**config.mk**
```make
export PLATFORM = sky130hd
export DESIGN_NAME = fss_cmd_core
export DESIGN_NICKNAME = d
export VERILOG_FILES = /design/src/verilog/fss_pkg.sv /design/src/verilog/fss_cmd_core.sv /design/src/verilog/fss_sync.sv /design/src/verilog/fss_timer.sv
export SDC_FILE = /design/constraint.sdc
export NUM_CORES = 1
export LEC_CHECK = 0
export ABC_AREA = 1
export BUFFER_PORTS_ARGS = -buffer_cell sky130_fd_sc_hd__buf_2
export CAP_MARGIN = 20
export CORE_MARGIN = 8
export CORE_UTILIZATION = 50
export DETAILED_ROUTE_END_ITERATION = 8
export PLACE_DENSITY = 0.73
export REMOVE_ABC_BUFFERS = 1
export SLEW_MARGIN = 20
export SYNTH_ARGS = -nofsm -noshare
export SYNTH_HDL_FRONTEND = slang
export SYNTH_SLANG_ARGS = --single-unit
```
**constraint.sdc**
```tcl
create_clock -name sys_clk_i -period 9.5 [get_ports sys_clk_i]
set_clock_uncertainty 0.15 [all_clocks]
set_input_delay 1.9 -clock sys_clk_i [delete_from_list [all_inputs] [get_ports sys_clk_i]]
set_output_delay 1.9 -clock sys_clk_i [all_outputs]
set_load 0.02 [all_outputs]
```
**src/verilog/fss_pkg.sv**
```systemverilog
/*
 * fss_pkg: opcodes, field layouts, timing figures and state types shared by
 * the serial flash erase / power / identification command decoder.
 * Assumes a 100 MHz system clock; times are in ns and turned into cycles here.
 */
package fss_pkg;

	// system clock
	localparam int CLK_NS    = 10;
	localparam int NS_PER_US = 1000;

	// opcodes decoded by this block
	localparam logic [7:0] OP_ERASE_32K   = 8'h52;
	localparam logic [7:0] OP_ERASE_32K_L = 8'h5C;
	localparam logic [7:0] OP_ERASE_64K   = 8'hD8;
	localparam logic [7:0] OP_ERASE_64K_L = 8'hDC;
	localparam logic [7:0] OP_CHIP_A      = 8'h60;
	localparam logic [7:0] OP_CHIP_B      = 8'hC7;
	localparam logic [7:0] OP_PD_ENTER    = 8'hB9;
	localparam logic [7:0] OP_UID         = 8'h4B;
	localparam logic [7:0] OP_LONG_ENTER  = 8'hB7;
	localparam logic [7:0] OP_LONG_EXIT   = 8'hE9;
	localparam logic [7:0] OP_FLAG_CLR    = 8'h30;
	localparam logic [7:0] OP_RELEASE_ID  = 8'hAB;
	localparam logic [7:0] OP_MAKER_ID    = 8'h90;

	// bit counts within a frame
	localparam logic [7:0] OPC_BITS        = 8'h08;
	localparam logic [7:0] OPC_LAST        = 8'h07;
	localparam logic [7:0] ADDR_SHORT_BITS = 8'h18;
	localparam logic [7:0] ADDR_LONG_BITS  = 8'h20;
	localparam logic [7:0] UID_DUMMY_SHORT = 8'h20;
	localparam logic [7:0] UID_DUMMY_LONG  = 8'h28;
	localparam int         UID_W           = 128;

	// array geometry and protection field
	localparam int              BLK64_SHIFT = 16;
	localparam int              BLK_W       = 9;
	localparam logic [BLK_W:0]  BLK_TOTAL   = 10'h200;
	localparam logic [3:0]      BP_ALL      = 4'h9;
	localparam logic [31:0]     BLK32_MASK  = 32'hFFFF_8000;
	localparam logic [31:0]     BLK64_MASK  = 32'hFFFF_0000;

	// power-down entry and release delays
	localparam int T_PD_ENTRY_NS    = 3000;
	localparam int T_REL_PLAIN_NS   = 8000;
	localparam int T_REL_ID_NS      = 8000;
	localparam int PD_ENTRY_CYC     = (T_PD_ENTRY_NS + CLK_NS - 1) / CLK_NS;
	localparam int REL_PLAIN_CYC    = (T_REL_PLAIN_NS + CLK_NS - 1) / CLK_NS;
	localparam int REL_ID_CYC       = (T_REL_ID_NS + CLK_NS - 1) / CLK_NS;

	typedef enum logic [1:0] {FR_OPC = 2'h0, FR_ARG = 2'h1, FR_OUT = 2'h3, FR_IGN = 2'h2} fss_frame_t;
	typedef enum logic [1:0] {PW_ON = 2'h0, PW_ENTER = 2'h1, PW_DOWN = 2'h3, PW_WAKE = 2'h2} fss_power_t;
	typedef enum logic [1:0] {ER_32K = 2'h0, ER_64K = 2'h1, ER_CHIP = 2'h2} fss_erase_t;

endpackage

```
**src/verilog/fss_cmd_core.sv**
```systemverilog
/*
 * fss_cmd_core: serial flash command decoder for block and chip erase,
 * deep power-down, unique ID, address size, flag clear and ID reads.
 * Assumes link pins are asynchronous and slow against sys_clk_i (SCLK phases
 * of at least four system clocks); status, protection and latch inputs come
 * from logic on sys_clk_i.
 */
// What this block does
// - Opcode 52H erases 32KB with current address size; 5CH always four-byte address.
// - Opcode D8H erases 64KB with current address size; DCH always four-byte address.
// - Block and chip erase need the write-enable latch set beforehand.
// - Any address inside the block selects it; low bits ignored.
// - Erase runs only if chip select rises right after the last address bit.
// - Valid erase starts the timed cycle; busy reads 1 until it ends.
// - Write-enable latch is cleared before the erase cycle completes.
// - Block erase of a protected block is not executed.
// - 60H or C7H erase the chip only with chip select rising after eight bits.
// - Chip erase is ignored while any block is protected.
// - B9H with exact eight bits enters deep power-down after the entry delay.
// - In deep power-down only release and software reset are obeyed.
// - Power-down command while busy is rejected; running cycle continues.
// - After reset the device is in standby, not power-down.
// - 4BH returns the 128-bit unique ID after four or five dummy bytes.
// - Reset gives 24-bit addresses; B7H sets address size bit to 32-bit.
// - E9H clears address size bit, back to 24-bit addresses.
// - 30H clears error flags without the latch; refused while busy.
// - ABH releases power-down; commands resume after the plain release delay.
// - ABH plus three dummy bytes repeats the device ID until deselect.
// - ABH is ignored while busy outside deep power-down; the running cycle is untouched.
// - 90H with address 0 gives maker then part ID; address 1 swaps.
`timescale 1ns/1ps
module fss_cmd_core #(
	parameter int           BLOCK_ERASE_US = 1000,
	parameter int           ARRAY_ERASE_US = 20000,
	parameter logic [7:0]   MAKER_ID       = 8'hA5,                                // arbitrary value
	parameter logic [7:0]   PART_ID        = 8'h3C,                                // arbitrary value
	parameter logic [127:0] UNIQUE_ID      = 128'h0123_4567_89AB_CDEF_FEDC_BA98_7654_3210 // arbitrary value
) (
	input  wire logic           sys_clk_i,
	input  wire logic           reset_i,
	input  wire logic           spi_cs_n_i,
	input  wire logic           spi_sclk_i,
	input  wire logic           spi_si_i,
	output logic                spi_so_o,
	output logic                spi_so_oe_o,
	input  wire logic           write_enable_latch_i,
	input  wire logic           protect_top_bottom_sel_i,
	input  wire logic [3:0]     protect_field_i,
	input  wire logic           other_cycle_busy_i,
	input  wire logic           soft_reset_i,
	output logic                busy_status_bit_o,
	output logic                address_size_bit_o,
	output logic                write_enable_latch_clear_o,
	output logic                error_flags_clear_o,
	output logic                erase_start_o,
	output fss_pkg::fss_erase_t erase_kind_o,
	output logic [31:0]         erase_addr_o,
	output logic                power_down_o
);
	import fss_pkg::*;

	localparam int BE_CYC = (BLOCK_ERASE_US * NS_PER_US + CLK_NS - 1) / CLK_NS;
	localparam int CE_CYC = (ARRAY_ERASE_US * NS_PER_US + CLK_NS - 1) / CLK_NS;

	logic [2:0]       pins_s;
	logic             cs_n_s;
	logic             sclk_s;
	logic             si_s;
	logic             sclk_d_r;
	logic             cs_d_r;
	logic             rise;
	logic             fall;
	logic             cs_rise;
	fss_frame_t       frame_r;
	fss_frame_t       frame_nxt;
	logic [7:0]       total_r;
	logic [7:0]       total_nxt;
	logic [7:0]       opcode_r;
	logic [7:0]       opcode_nxt;
	logic [7:0]       op_in;
	logic [31:0]      addr_r;
	logic [31:0]      addr_nxt;
	logic [UID_W-1:0] out_r;
	logic [UID_W-1:0] out_nxt;
	logic             so_nxt;
	logic             oe_nxt;
	logic             accept_op;
	fss_power_t       power_r;
	fss_power_t       power_nxt;
	logic             ads_nxt;
	logic             start_nxt;
	fss_erase_t       kind_nxt;
	logic [31:0]      eaddr_nxt;
	logic             wel_clr_nxt;
	logic             flag_clr_nxt;
	logic             exact_cmd;
	logic             exact_arg;
	logic             er_load;
	logic [31:0]      er_count;
	logic             er_busy;
	logic             pw_load;
	logic [31:0]      pw_count;
	logic             pw_done;

	// bits following the opcode before completion or data out
	function automatic logic [7:0] arg_bits(input logic [7:0] op, input logic address_size_bit);
		logic [7:0] n;
		n = 8'h00;
		case (op)
			OP_ERASE_32K, OP_ERASE_64K:     n = address_size_bit ? ADDR_LONG_BITS : ADDR_SHORT_BITS;
			OP_ERASE_32K_L, OP_ERASE_64K_L: n = ADDR_LONG_BITS;
			OP_UID:                         n = address_size_bit ? UID_DUMMY_LONG : UID_DUMMY_SHORT;
			OP_RELEASE_ID, OP_MAKER_ID:     n = ADDR_SHORT_BITS;
			default:                        n = 8'h00;
		endcase
		return n;
	endfunction

	// commands that end in a data-out phase
	function automatic logic is_read(input logic [7:0] op);
		return (op == OP_UID) || (op == OP_RELEASE_ID) || (op == OP_MAKER_ID);
	endfunction

	// data pattern rotated out MSB first for the read commands
	function automatic logic [UID_W-1:0] read_image(input logic [7:0] op, input logic a0);
		logic [UID_W-1:0] img;
		if (op == OP_UID) begin
			img = UNIQUE_ID;
		end else if (op == OP_RELEASE_ID) begin
			img = {16{PART_ID}};
		end else begin
			img = a0 ? {8{PART_ID, MAKER_ID}} : {8{MAKER_ID, PART_ID}};
		end
		return img;
	endfunction

	// top or bottom range of 64KB blocks, doubling per step of the field
	function automatic logic blk_protected(input logic [31:0] a, input logic tb, input logic [3:0] bp);
		logic [BLK_W:0] blk;
		logic [BLK_W:0] n;
		logic           hit;
		blk = {1'h0, a[BLK64_SHIFT +: BLK_W]};
		n   = '0;
		if (bp != 4'h0 && bp <= BP_ALL) begin
			n = (BLK_W+1)'(1) << (bp - 4'h1);
		end
		if (bp == 4'h0) begin
			hit = 1'h0;
		end else if (bp > BP_ALL) begin
			hit = 1'h1;
		end else begin
			hit = tb ? (blk < n) : (blk >= BLK_TOTAL - n);
		end
		return hit;
	endfunction

	// link pins into the system clock domain
	fss_sync #(
		.N         (3),
		.RESET_VAL (3'h4)
	) u_sync (
		.sys_clk_i (sys_clk_i),
		.reset_i   (reset_i),
		.async_i   ({spi_cs_n_i, spi_sclk_i, spi_si_i}),
		.sync_o    (pins_s)
	);

	assign cs_n_s  = pins_s[2];
	assign sclk_s  = pins_s[1];
	assign si_s    = pins_s[0];
	assign rise    = ~cs_n_s & sclk_s & ~sclk_d_r;
	assign fall    = ~cs_n_s & ~sclk_s & sclk_d_r;
	assign cs_rise = cs_n_s & ~cs_d_r;
	assign op_in   = {opcode_r[6:0], si_s};

	// opcode filter by power state and busy
	always_comb begin
		accept_op = 1'h0;
		if (power_r == PW_DOWN) begin
			accept_op = (op_in == OP_RELEASE_ID);
		end else if (power_r == PW_ON) begin
			case (op_in)
				OP_LONG_ENTER, OP_LONG_EXIT, OP_UID, OP_MAKER_ID: accept_op = 1'h1;
				OP_ERASE_32K, OP_ERASE_32K_L, OP_ERASE_64K, OP_ERASE_64K_L,
				OP_CHIP_A, OP_CHIP_B, OP_PD_ENTER, OP_FLAG_CLR, OP_RELEASE_ID:
					accept_op = ~busy_status_bit_o;
				default: accept_op = 1'h0;
			endcase
		end
	end

	// frame shifter: opcode, address or dummy bits, then data out
	always_comb begin
		frame_nxt  = frame_r;
		total_nxt  = total_r;
		opcode_nxt = opcode_r;
		addr_nxt   = addr_r;
		out_nxt    = out_r;
		so_nxt     = spi_so_o;
		oe_nxt     = spi_so_oe_o;
		if (cs_n_s) begin
			frame_nxt = FR_OPC;
			total_nxt = '0;
			addr_nxt  = '0;
			oe_nxt    = 1'h0;
		end else if (rise) begin
			total_nxt = (total_r == 8'hFF) ? total_r : total_r + 8'h01;
			unique case (frame_r)
				FR_OPC: begin
					opcode_nxt = op_in;
					if (total_r == OPC_LAST) begin
						frame_nxt = accept_op ? FR_ARG : FR_IGN;
					end
				end
				FR_ARG: begin
					addr_nxt = {addr_r[30:0], si_s};
					if (is_read(opcode_r) && total_nxt == OPC_BITS + arg_bits(opcode_r, address_size_bit_o)) begin
						frame_nxt = FR_OUT;
						out_nxt   = read_image(opcode_r, si_s);
					end
				end
				FR_OUT: begin
				end
				FR_IGN: begin
				end
			endcase
		end else if (fall && frame_r == FR_OUT) begin
			so_nxt  = out_r[UID_W-1];
			out_nxt = {out_r[UID_W-2:0], out_r[UID_W-1]};
			oe_nxt  = 1'h1;
		end
	end

	always_ff @(posedge sys_clk_i) begin
		if (reset_i) begin
			sclk_d_r    <= 1'h0;
			cs_d_r      <= 1'h1;
			frame_r     <= FR_OPC;
			total_r     <= '0;
			opcode_r    <= '0;
			addr_r      <= '0;
			out_r       <= '0;
			spi_so_o    <= 1'h0;
			spi_so_oe_o <= 1'h0;
		end else begin
			sclk_d_r    <= sclk_s;
			cs_d_r      <= cs_n_s;
			frame_r     <= frame_nxt;
			total_r     <= total_nxt;
			opcode_r    <= opcode_nxt;
			addr_r      <= addr_nxt;
			out_r       <= out_nxt;
			spi_so_o    <= so_nxt;
			spi_so_oe_o <= oe_nxt;
		end
	end

	// command execution when chip select rises
	always_comb begin
		ads_nxt      = address_size_bit_o;
		power_nxt    = power_r;
		start_nxt    = 1'h0;
		kind_nxt     = erase_kind_o;
		eaddr_nxt    = erase_addr_o;
		wel_clr_nxt  = 1'h0;
		flag_clr_nxt = 1'h0;
		er_load      = 1'h0;
		er_count     = '0;
		pw_load      = 1'h0;
		pw_count     = '0;
		exact_cmd    = (total_r == OPC_BITS);
		exact_arg    = (total_r == OPC_BITS + arg_bits(opcode_r, address_size_bit_o));
		if (cs_rise && (frame_r == FR_ARG || frame_r == FR_OUT)) begin
			case (opcode_r)
				OP_ERASE_32K, OP_ERASE_32K_L: begin
					if (exact_arg && write_enable_latch_i &&
						!blk_protected(addr_r, protect_top_bottom_sel_i, protect_field_i)) begin
						start_nxt = 1'h1;
						kind_nxt  = ER_32K;
						eaddr_nxt = addr_r & BLK32_MASK;
						er_load   = 1'h1;
						er_count  = 32'(BE_CYC);
					end
				end
				OP_ERASE_64K, OP_ERASE_64K_L: begin
					if (exact_arg && write_enable_latch_i &&
						!blk_protected(addr_r, protect_top_bottom_sel_i, protect_field_i)) begin
						start_nxt = 1'h1;
						kind_nxt  = ER_64K;
						eaddr_nxt = addr_r & BLK64_MASK;
						er_load   = 1'h1;
						er_count  = 32'(BE_CYC);
					end
				end
				OP_CHIP_A, OP_CHIP_B: begin
					if (exact_cmd && write_enable_latch_i && protect_field_i == 4'h0) begin
						start_nxt = 1'h1;
						kind_nxt  = ER_CHIP;
						eaddr_nxt = '0;
						er_load   = 1'h1;
						er_count  = 32'(CE_CYC);
					end
				end
				OP_PD_ENTER: begin
					if (exact_cmd) begin
						power_nxt = PW_ENTER;
						pw_load   = 1'h1;
						pw_count  = 32'(PD_ENTRY_CYC);
					end
				end
				OP_LONG_ENTER: begin
					if (exact_cmd) begin
						ads_nxt = 1'h1;
					end
				end
				OP_LONG_EXIT: begin
					if (exact_cmd) begin
						ads_nxt = 1'h0;
					end
				end
				OP_FLAG_CLR: begin
					if (exact_cmd) begin
						flag_clr_nxt = 1'h1;
					end
				end
				OP_RELEASE_ID: begin
					if (power_r == PW_DOWN && frame_r == FR_ARG && exact_cmd) begin
						power_nxt = PW_WAKE;
						pw_load   = 1'h1;
						pw_count  = 32'(REL_PLAIN_CYC);
					end else if (power_r == PW_DOWN && frame_r == FR_OUT) begin
						power_nxt = PW_WAKE;
						pw_load   = 1'h1;
						pw_count  = 32'(REL_ID_CYC);
					end
				end
				default: begin
				end
			endcase
		end
		// latch cleared as the cycle starts, well before it completes
		wel_clr_nxt = start_nxt;
		if (pw_done && power_r == PW_ENTER) begin
			power_nxt = PW_DOWN;
		end else if (pw_done && power_r == PW_WAKE) begin
			power_nxt = PW_ON;
		end
		if (soft_reset_i) begin
			power_nxt = PW_ON;
		end
	end

	always_ff @(posedge sys_clk_i) begin
		if (reset_i) begin
			address_size_bit_o         <= 1'h0;
			power_r                    <= PW_ON;
			erase_start_o              <= 1'h0;
			erase_kind_o               <= ER_32K;
			erase_addr_o               <= '0;
			write_enable_latch_clear_o <= 1'h0;
			error_flags_clear_o        <= 1'h0;
		end else begin
			address_size_bit_o         <= ads_nxt;
			power_r                    <= power_nxt;
			erase_start_o              <= start_nxt;
			erase_kind_o               <= kind_nxt;
			erase_addr_o               <= eaddr_nxt;
			write_enable_latch_clear_o <= wel_clr_nxt;
			error_flags_clear_o        <= flag_clr_nxt;
		end
	end

	// self-timed erase cycle
	fss_timer #(
		.W (32)
	) u_erase_timer (
		.sys_clk_i (sys_clk_i),
		.reset_i   (reset_i),
		.load_i    (er_load),
		.count_i   (er_count),
		.busy_o    (er_busy),
		.done_o    ()
	);

	// power-down entry and release delays
	fss_timer #(
		.W (32)
	) u_power_timer (
		.sys_clk_i (sys_clk_i),
		.reset_i   (reset_i),
		.load_i    (pw_load),
		.count_i   (pw_count),
		.busy_o    (),
		.done_o    (pw_done)
	);

	assign busy_status_bit_o = er_busy | other_cycle_busy_i;
	assign power_down_o      = (power_r == PW_DOWN);
endmodule

```
**src/verilog/fss_sync.sv**
```systemverilog
/*
 * fss_sync: two-flop synchroniser for the serial link pins.
 * Assumes the pins are asynchronous to sys_clk_i and change slowly against it.
 */
`timescale 1ns/1ps
module fss_sync #(
	parameter int           N         = 3,
	parameter logic [N-1:0] RESET_VAL = '0
) (
	input  wire logic         sys_clk_i,
	input  wire logic         reset_i,
	input  wire logic [N-1:0] async_i,
	output logic      [N-1:0] sync_o
);
	logic [N-1:0] meta_r;

	// first stage feeds only the second stage
	always_ff @(posedge sys_clk_i) begin
		if (reset_i) begin
			meta_r <= RESET_VAL;
			sync_o <= RESET_VAL;
		end else begin
			meta_r <= async_i;
			sync_o <= meta_r;
		end
	end
endmodule

```
**src/verilog/fss_timer.sv**
```systemverilog
/*
 * fss_timer: loadable down counter for self-timed cycles and mode delays.
 * Assumes load_i is a one-cycle pulse from logic on the same clock.
 */
`timescale 1ns/1ps
module fss_timer #(
	parameter int W = 32
) (
	input  wire logic         sys_clk_i,
	input  wire logic         reset_i,
	input  wire logic         load_i,
	input  wire logic [W-1:0] count_i,
	output logic              busy_o,
	output logic              done_o
);
	logic [W-1:0] cnt_r;
	logic [W-1:0] cnt_nxt;
	logic         done_nxt;

	// count down, pulse done on the last step
	always_comb begin
		cnt_nxt  = cnt_r;
		done_nxt = 1'h0;
		if (load_i) begin
			cnt_nxt = count_i;
		end else if (cnt_r != '0) begin
			cnt_nxt  = cnt_r - W'(1);
			done_nxt = (cnt_r == W'(1));
		end
	end

	always_ff @(posedge sys_clk_i) begin
		if (reset_i) begin
			cnt_r  <= '0;
			done_o <= 1'h0;
		end else begin
			cnt_r  <= cnt_nxt;
			done_o <= done_nxt;
		end
	end

	assign busy_o = (cnt_r != '0);
endmodule

```
==> flow_summary.toml <==
[status]
status = "complete, no violations"

[final_layout]
drive_above_1_share = 0.0994
synthToLayoutAreaGrowth_pct = 10.0
finalNonFillerCells = 2187
multi_input_area_sq_um = 6430
final_common_cell = "nor2_1"
final_nets = 1867
layout_common_cells = "370 x nor2_1, 277 x dfxtp_1, 260 x nand2_1"
n_fill_cell = 2455
diodes = 0
regArea_sq_um = 5550

[floorplan]
die_h_um = 178
initial_core_util = 0.506
die_w_um = 178
dieArea_sq_um = 31600
row_count = 59
io_pins = 55
core_area_sq_um = 25800

[placement]
dp_hpwl_um = 20000
place_inst = 2133
numPortBuffers = 39
gp_congestion = 0.935

[clock_tree]
cts.sinks = 277
clockBufferDepth = 3
cts_buffers = 30
cts_hold_buf = 0
clock_latency_ns = 0.55
cts_tree = "yes"
cts.htree.levels = 1
root_buffer = "clkbuf_16"
cts_resized = 0
cts_setup_buffers = 0
cts.clk_slew.worst_paths_ns = 0.06

[sta]
timing.final.crit_period_ns = 4.86
max_freq_ghz = 0.206
whs_ns = 0.259
finalMaxSlewViolations = 0
setup_viol_count_final = 0
timing_hold_violations_final = 0
tightest_slew_ns = 1.00
rsz0062_at_grt = "false"
max-slew-margin-rel = 0.331
finalCritPeriodShare = 0.511
setup_tns_ns = 0

[power_and_ir_drop]
ir_worst_vdd_mv = 0.204
power_density_nw_per_um2 = 251
p_leak_nw = 6.32

[synth]
synth_top_area_share = 0.424
yosys_register_bits = 277
synth_edf_count = 0
synth_cells = 1824
yosysUniqueCellTypes = 54
ys.flop_type = "dfxtp_1"
syn_area_per_cell_sq_um = 7.17
ys_seq_area_frac = 0.424
synth_area_leaders = "dfxtp_1 42%, nor2_1 11%, nand2_1 7.5%, a21oi_1 6.5%, o21ai_0 5.5%"
syn_area_sq_um = 13100
yosysTopAreaCell = "dfxtp_1"
async_flop_share = 0
synth_warnings = 0

[hold_path]
holdCritStartpoint = "u_sync.meta_r[1]"
hp-class = "reg2reg"
holdPathStages = 2
whs_endpoint = "u_sync.sync_o[1]"

[detailed_routing]
drc = 0
ant_nets = 0
vias = 11400
drt-wirelength-per-cell_um = 13.7
first_iter_violations = 834
viasPerCell = 5.22
dr.pass1.iters = 5
routed_wl_um = 30100

[critical_path]
reg2reg_slack_ns = 4.70
path_max_fanout = 5
crit_required_ns = 7.45
reg2regPathDepth = 18
cp_data_arrival_time_ns = 2.81
cp-end-kind = "output pin"
worst-setup-path-type = "reg2out"
cp-start-kind = "register"
r2r_end = "out_r[114]"
regToRegStartpoint = "opcode_r[3]"

[run]
cap_viol_max_count = 0

[grt]
antenna_found_initial = 0
grt_pass1_wl_um = 51400
grt_max_degree = 98
grt_overflow = 0
grt_usage = 0.189
grt_pass1_vias = 10800
[critical path: stages (launching register included)]
cell,delay [ns]
dfxtp_1,0.31
inv_1,0.10
ha_1,0.19
nand2_1,0.15
nor2_1,0.34
nand3_1,0.18
nor2_1,0.13
nand2_1,0.07
nor3_1,0.16
nand3_1,0.18
nor2_1,0.20
nand3_1,0.09
buf_2,0.19
[kinds of logic after synthesis]
logic type,Yosys count,share of synthesized area
buffers and inverters,260,0.0884
other,1,0.000287
xor gates and xnor gates,41,0.0275
AOI/OAI and AO/OA,359,0.142
DFF,277,0.424
adders and majority gates,24,0.0230
and+or+nand+nor,861,0.294
muxes,1,0.000765
[final cells by class]
cell class | count | share of cell area
multi-input combinational | 1301 | 0.447
inverter | 170 | 0.0444
clock buffer | 41 | 0.0585
sequential | 277 | 0.385
timing repair buffer | 50 | 0.0193
tap | 335 | 0.0291
clock inverter | 13 | 0.0160
[where the power goes]
| part | total, mW | leakage, nW | internal, mW | switching [mW] |
|---|---|---|---|---|
| clock | 1.25 | 0.529 | 0.781 | 0.471 |
| sequential | 1.38 | 2.24 | 1.27 | 0.105 |
| combinational | 0.982 | 3.55 | 0.368 | 0.614 |
[per-layer routing]
layer / track usage / up-vias / wire [um]
li1: - / 5927 / -
met2: 0.311 / 257 / 13600
met5: 0 / - / 0
met3: 0.0255 / 57 / 1350
met1: 0.252 / 5180 / 14300
met4: 0.0594 / 0 / 789
[registers in the layout, indices dropped and copies added, names as in the netlist]
| name | cells |
|---|---|
| addr_r | 32 |
| address_size_bit_o | 1 |
| cs_d_r | 1 |
| erase_addr_o | 17 |
| erase_kind_o | 2 |
| erase_start_o | 1 |
| error_flags_clear_o | 1 |
| frame_r | 2 |
| opcode_r | 8 |
| out_r | 128 |
| power_r | 2 |
| sclk_d_r | 1 |
| spi_so_o | 1 |
| spi_so_oe_o | 1 |
| total_r | 8 |
| u_erase_timer.cnt_r | 32 |
| u_power_timer.cnt_r | 32 |
| u_power_timer.done_o | 1 |
| u_sync.meta_r | 3 |
| u_sync.sync_o | 3 |
[synth_stat cells (24+ instances only)]
cell      count
o21ai_0     143
a21oi_1     170
clkbuf_1     43
nor3_2       27
inv_1       155
ha_1         24
xor2_1       30
nor3_1       39
nor2_1      371
dfxtp_1     277
nand3_1      75
nand2_1     261
[worst max-delay path by stage]
stage,endpoint,startpoint,cells past startpoint
floorplan,out_r[109],u_sync.sync_o[1],11
global placement,erase_addr_o[23],protect_field_i[3],24
detailed placement,erase_addr_o[28],protect_field_i[3],24
CTS,busy_status_bit_o,u_erase_timer.cnt_r[0],12
global route,erase_addr_o[28],protect_field_i[3],24
finish,busy_status_bit_o,u_erase_timer.cnt_r[0],12
[through the flow]
| step | util | setup slack [ns] | cell area [sq um] | power, mW |
|---|---|---|---|---|
| after floorplan | - | 4.78 | 12600 | 2.16 |
| after global placement | 0.515 | 4.31 | 13300 | 2.35 |
| after detailed placement | 0.515 | 4.17 | 13300 | 2.37 |
| after CTS | 0.557 | 4.60 | 14400 | 3.63 |
| after global routing | 0.557 | 4.23 | 14400 | 3.84 |
| final | 0.557 | 4.64 | 14400 | 3.61 |
Note: power is estimated with default switching activity, not from simulation.
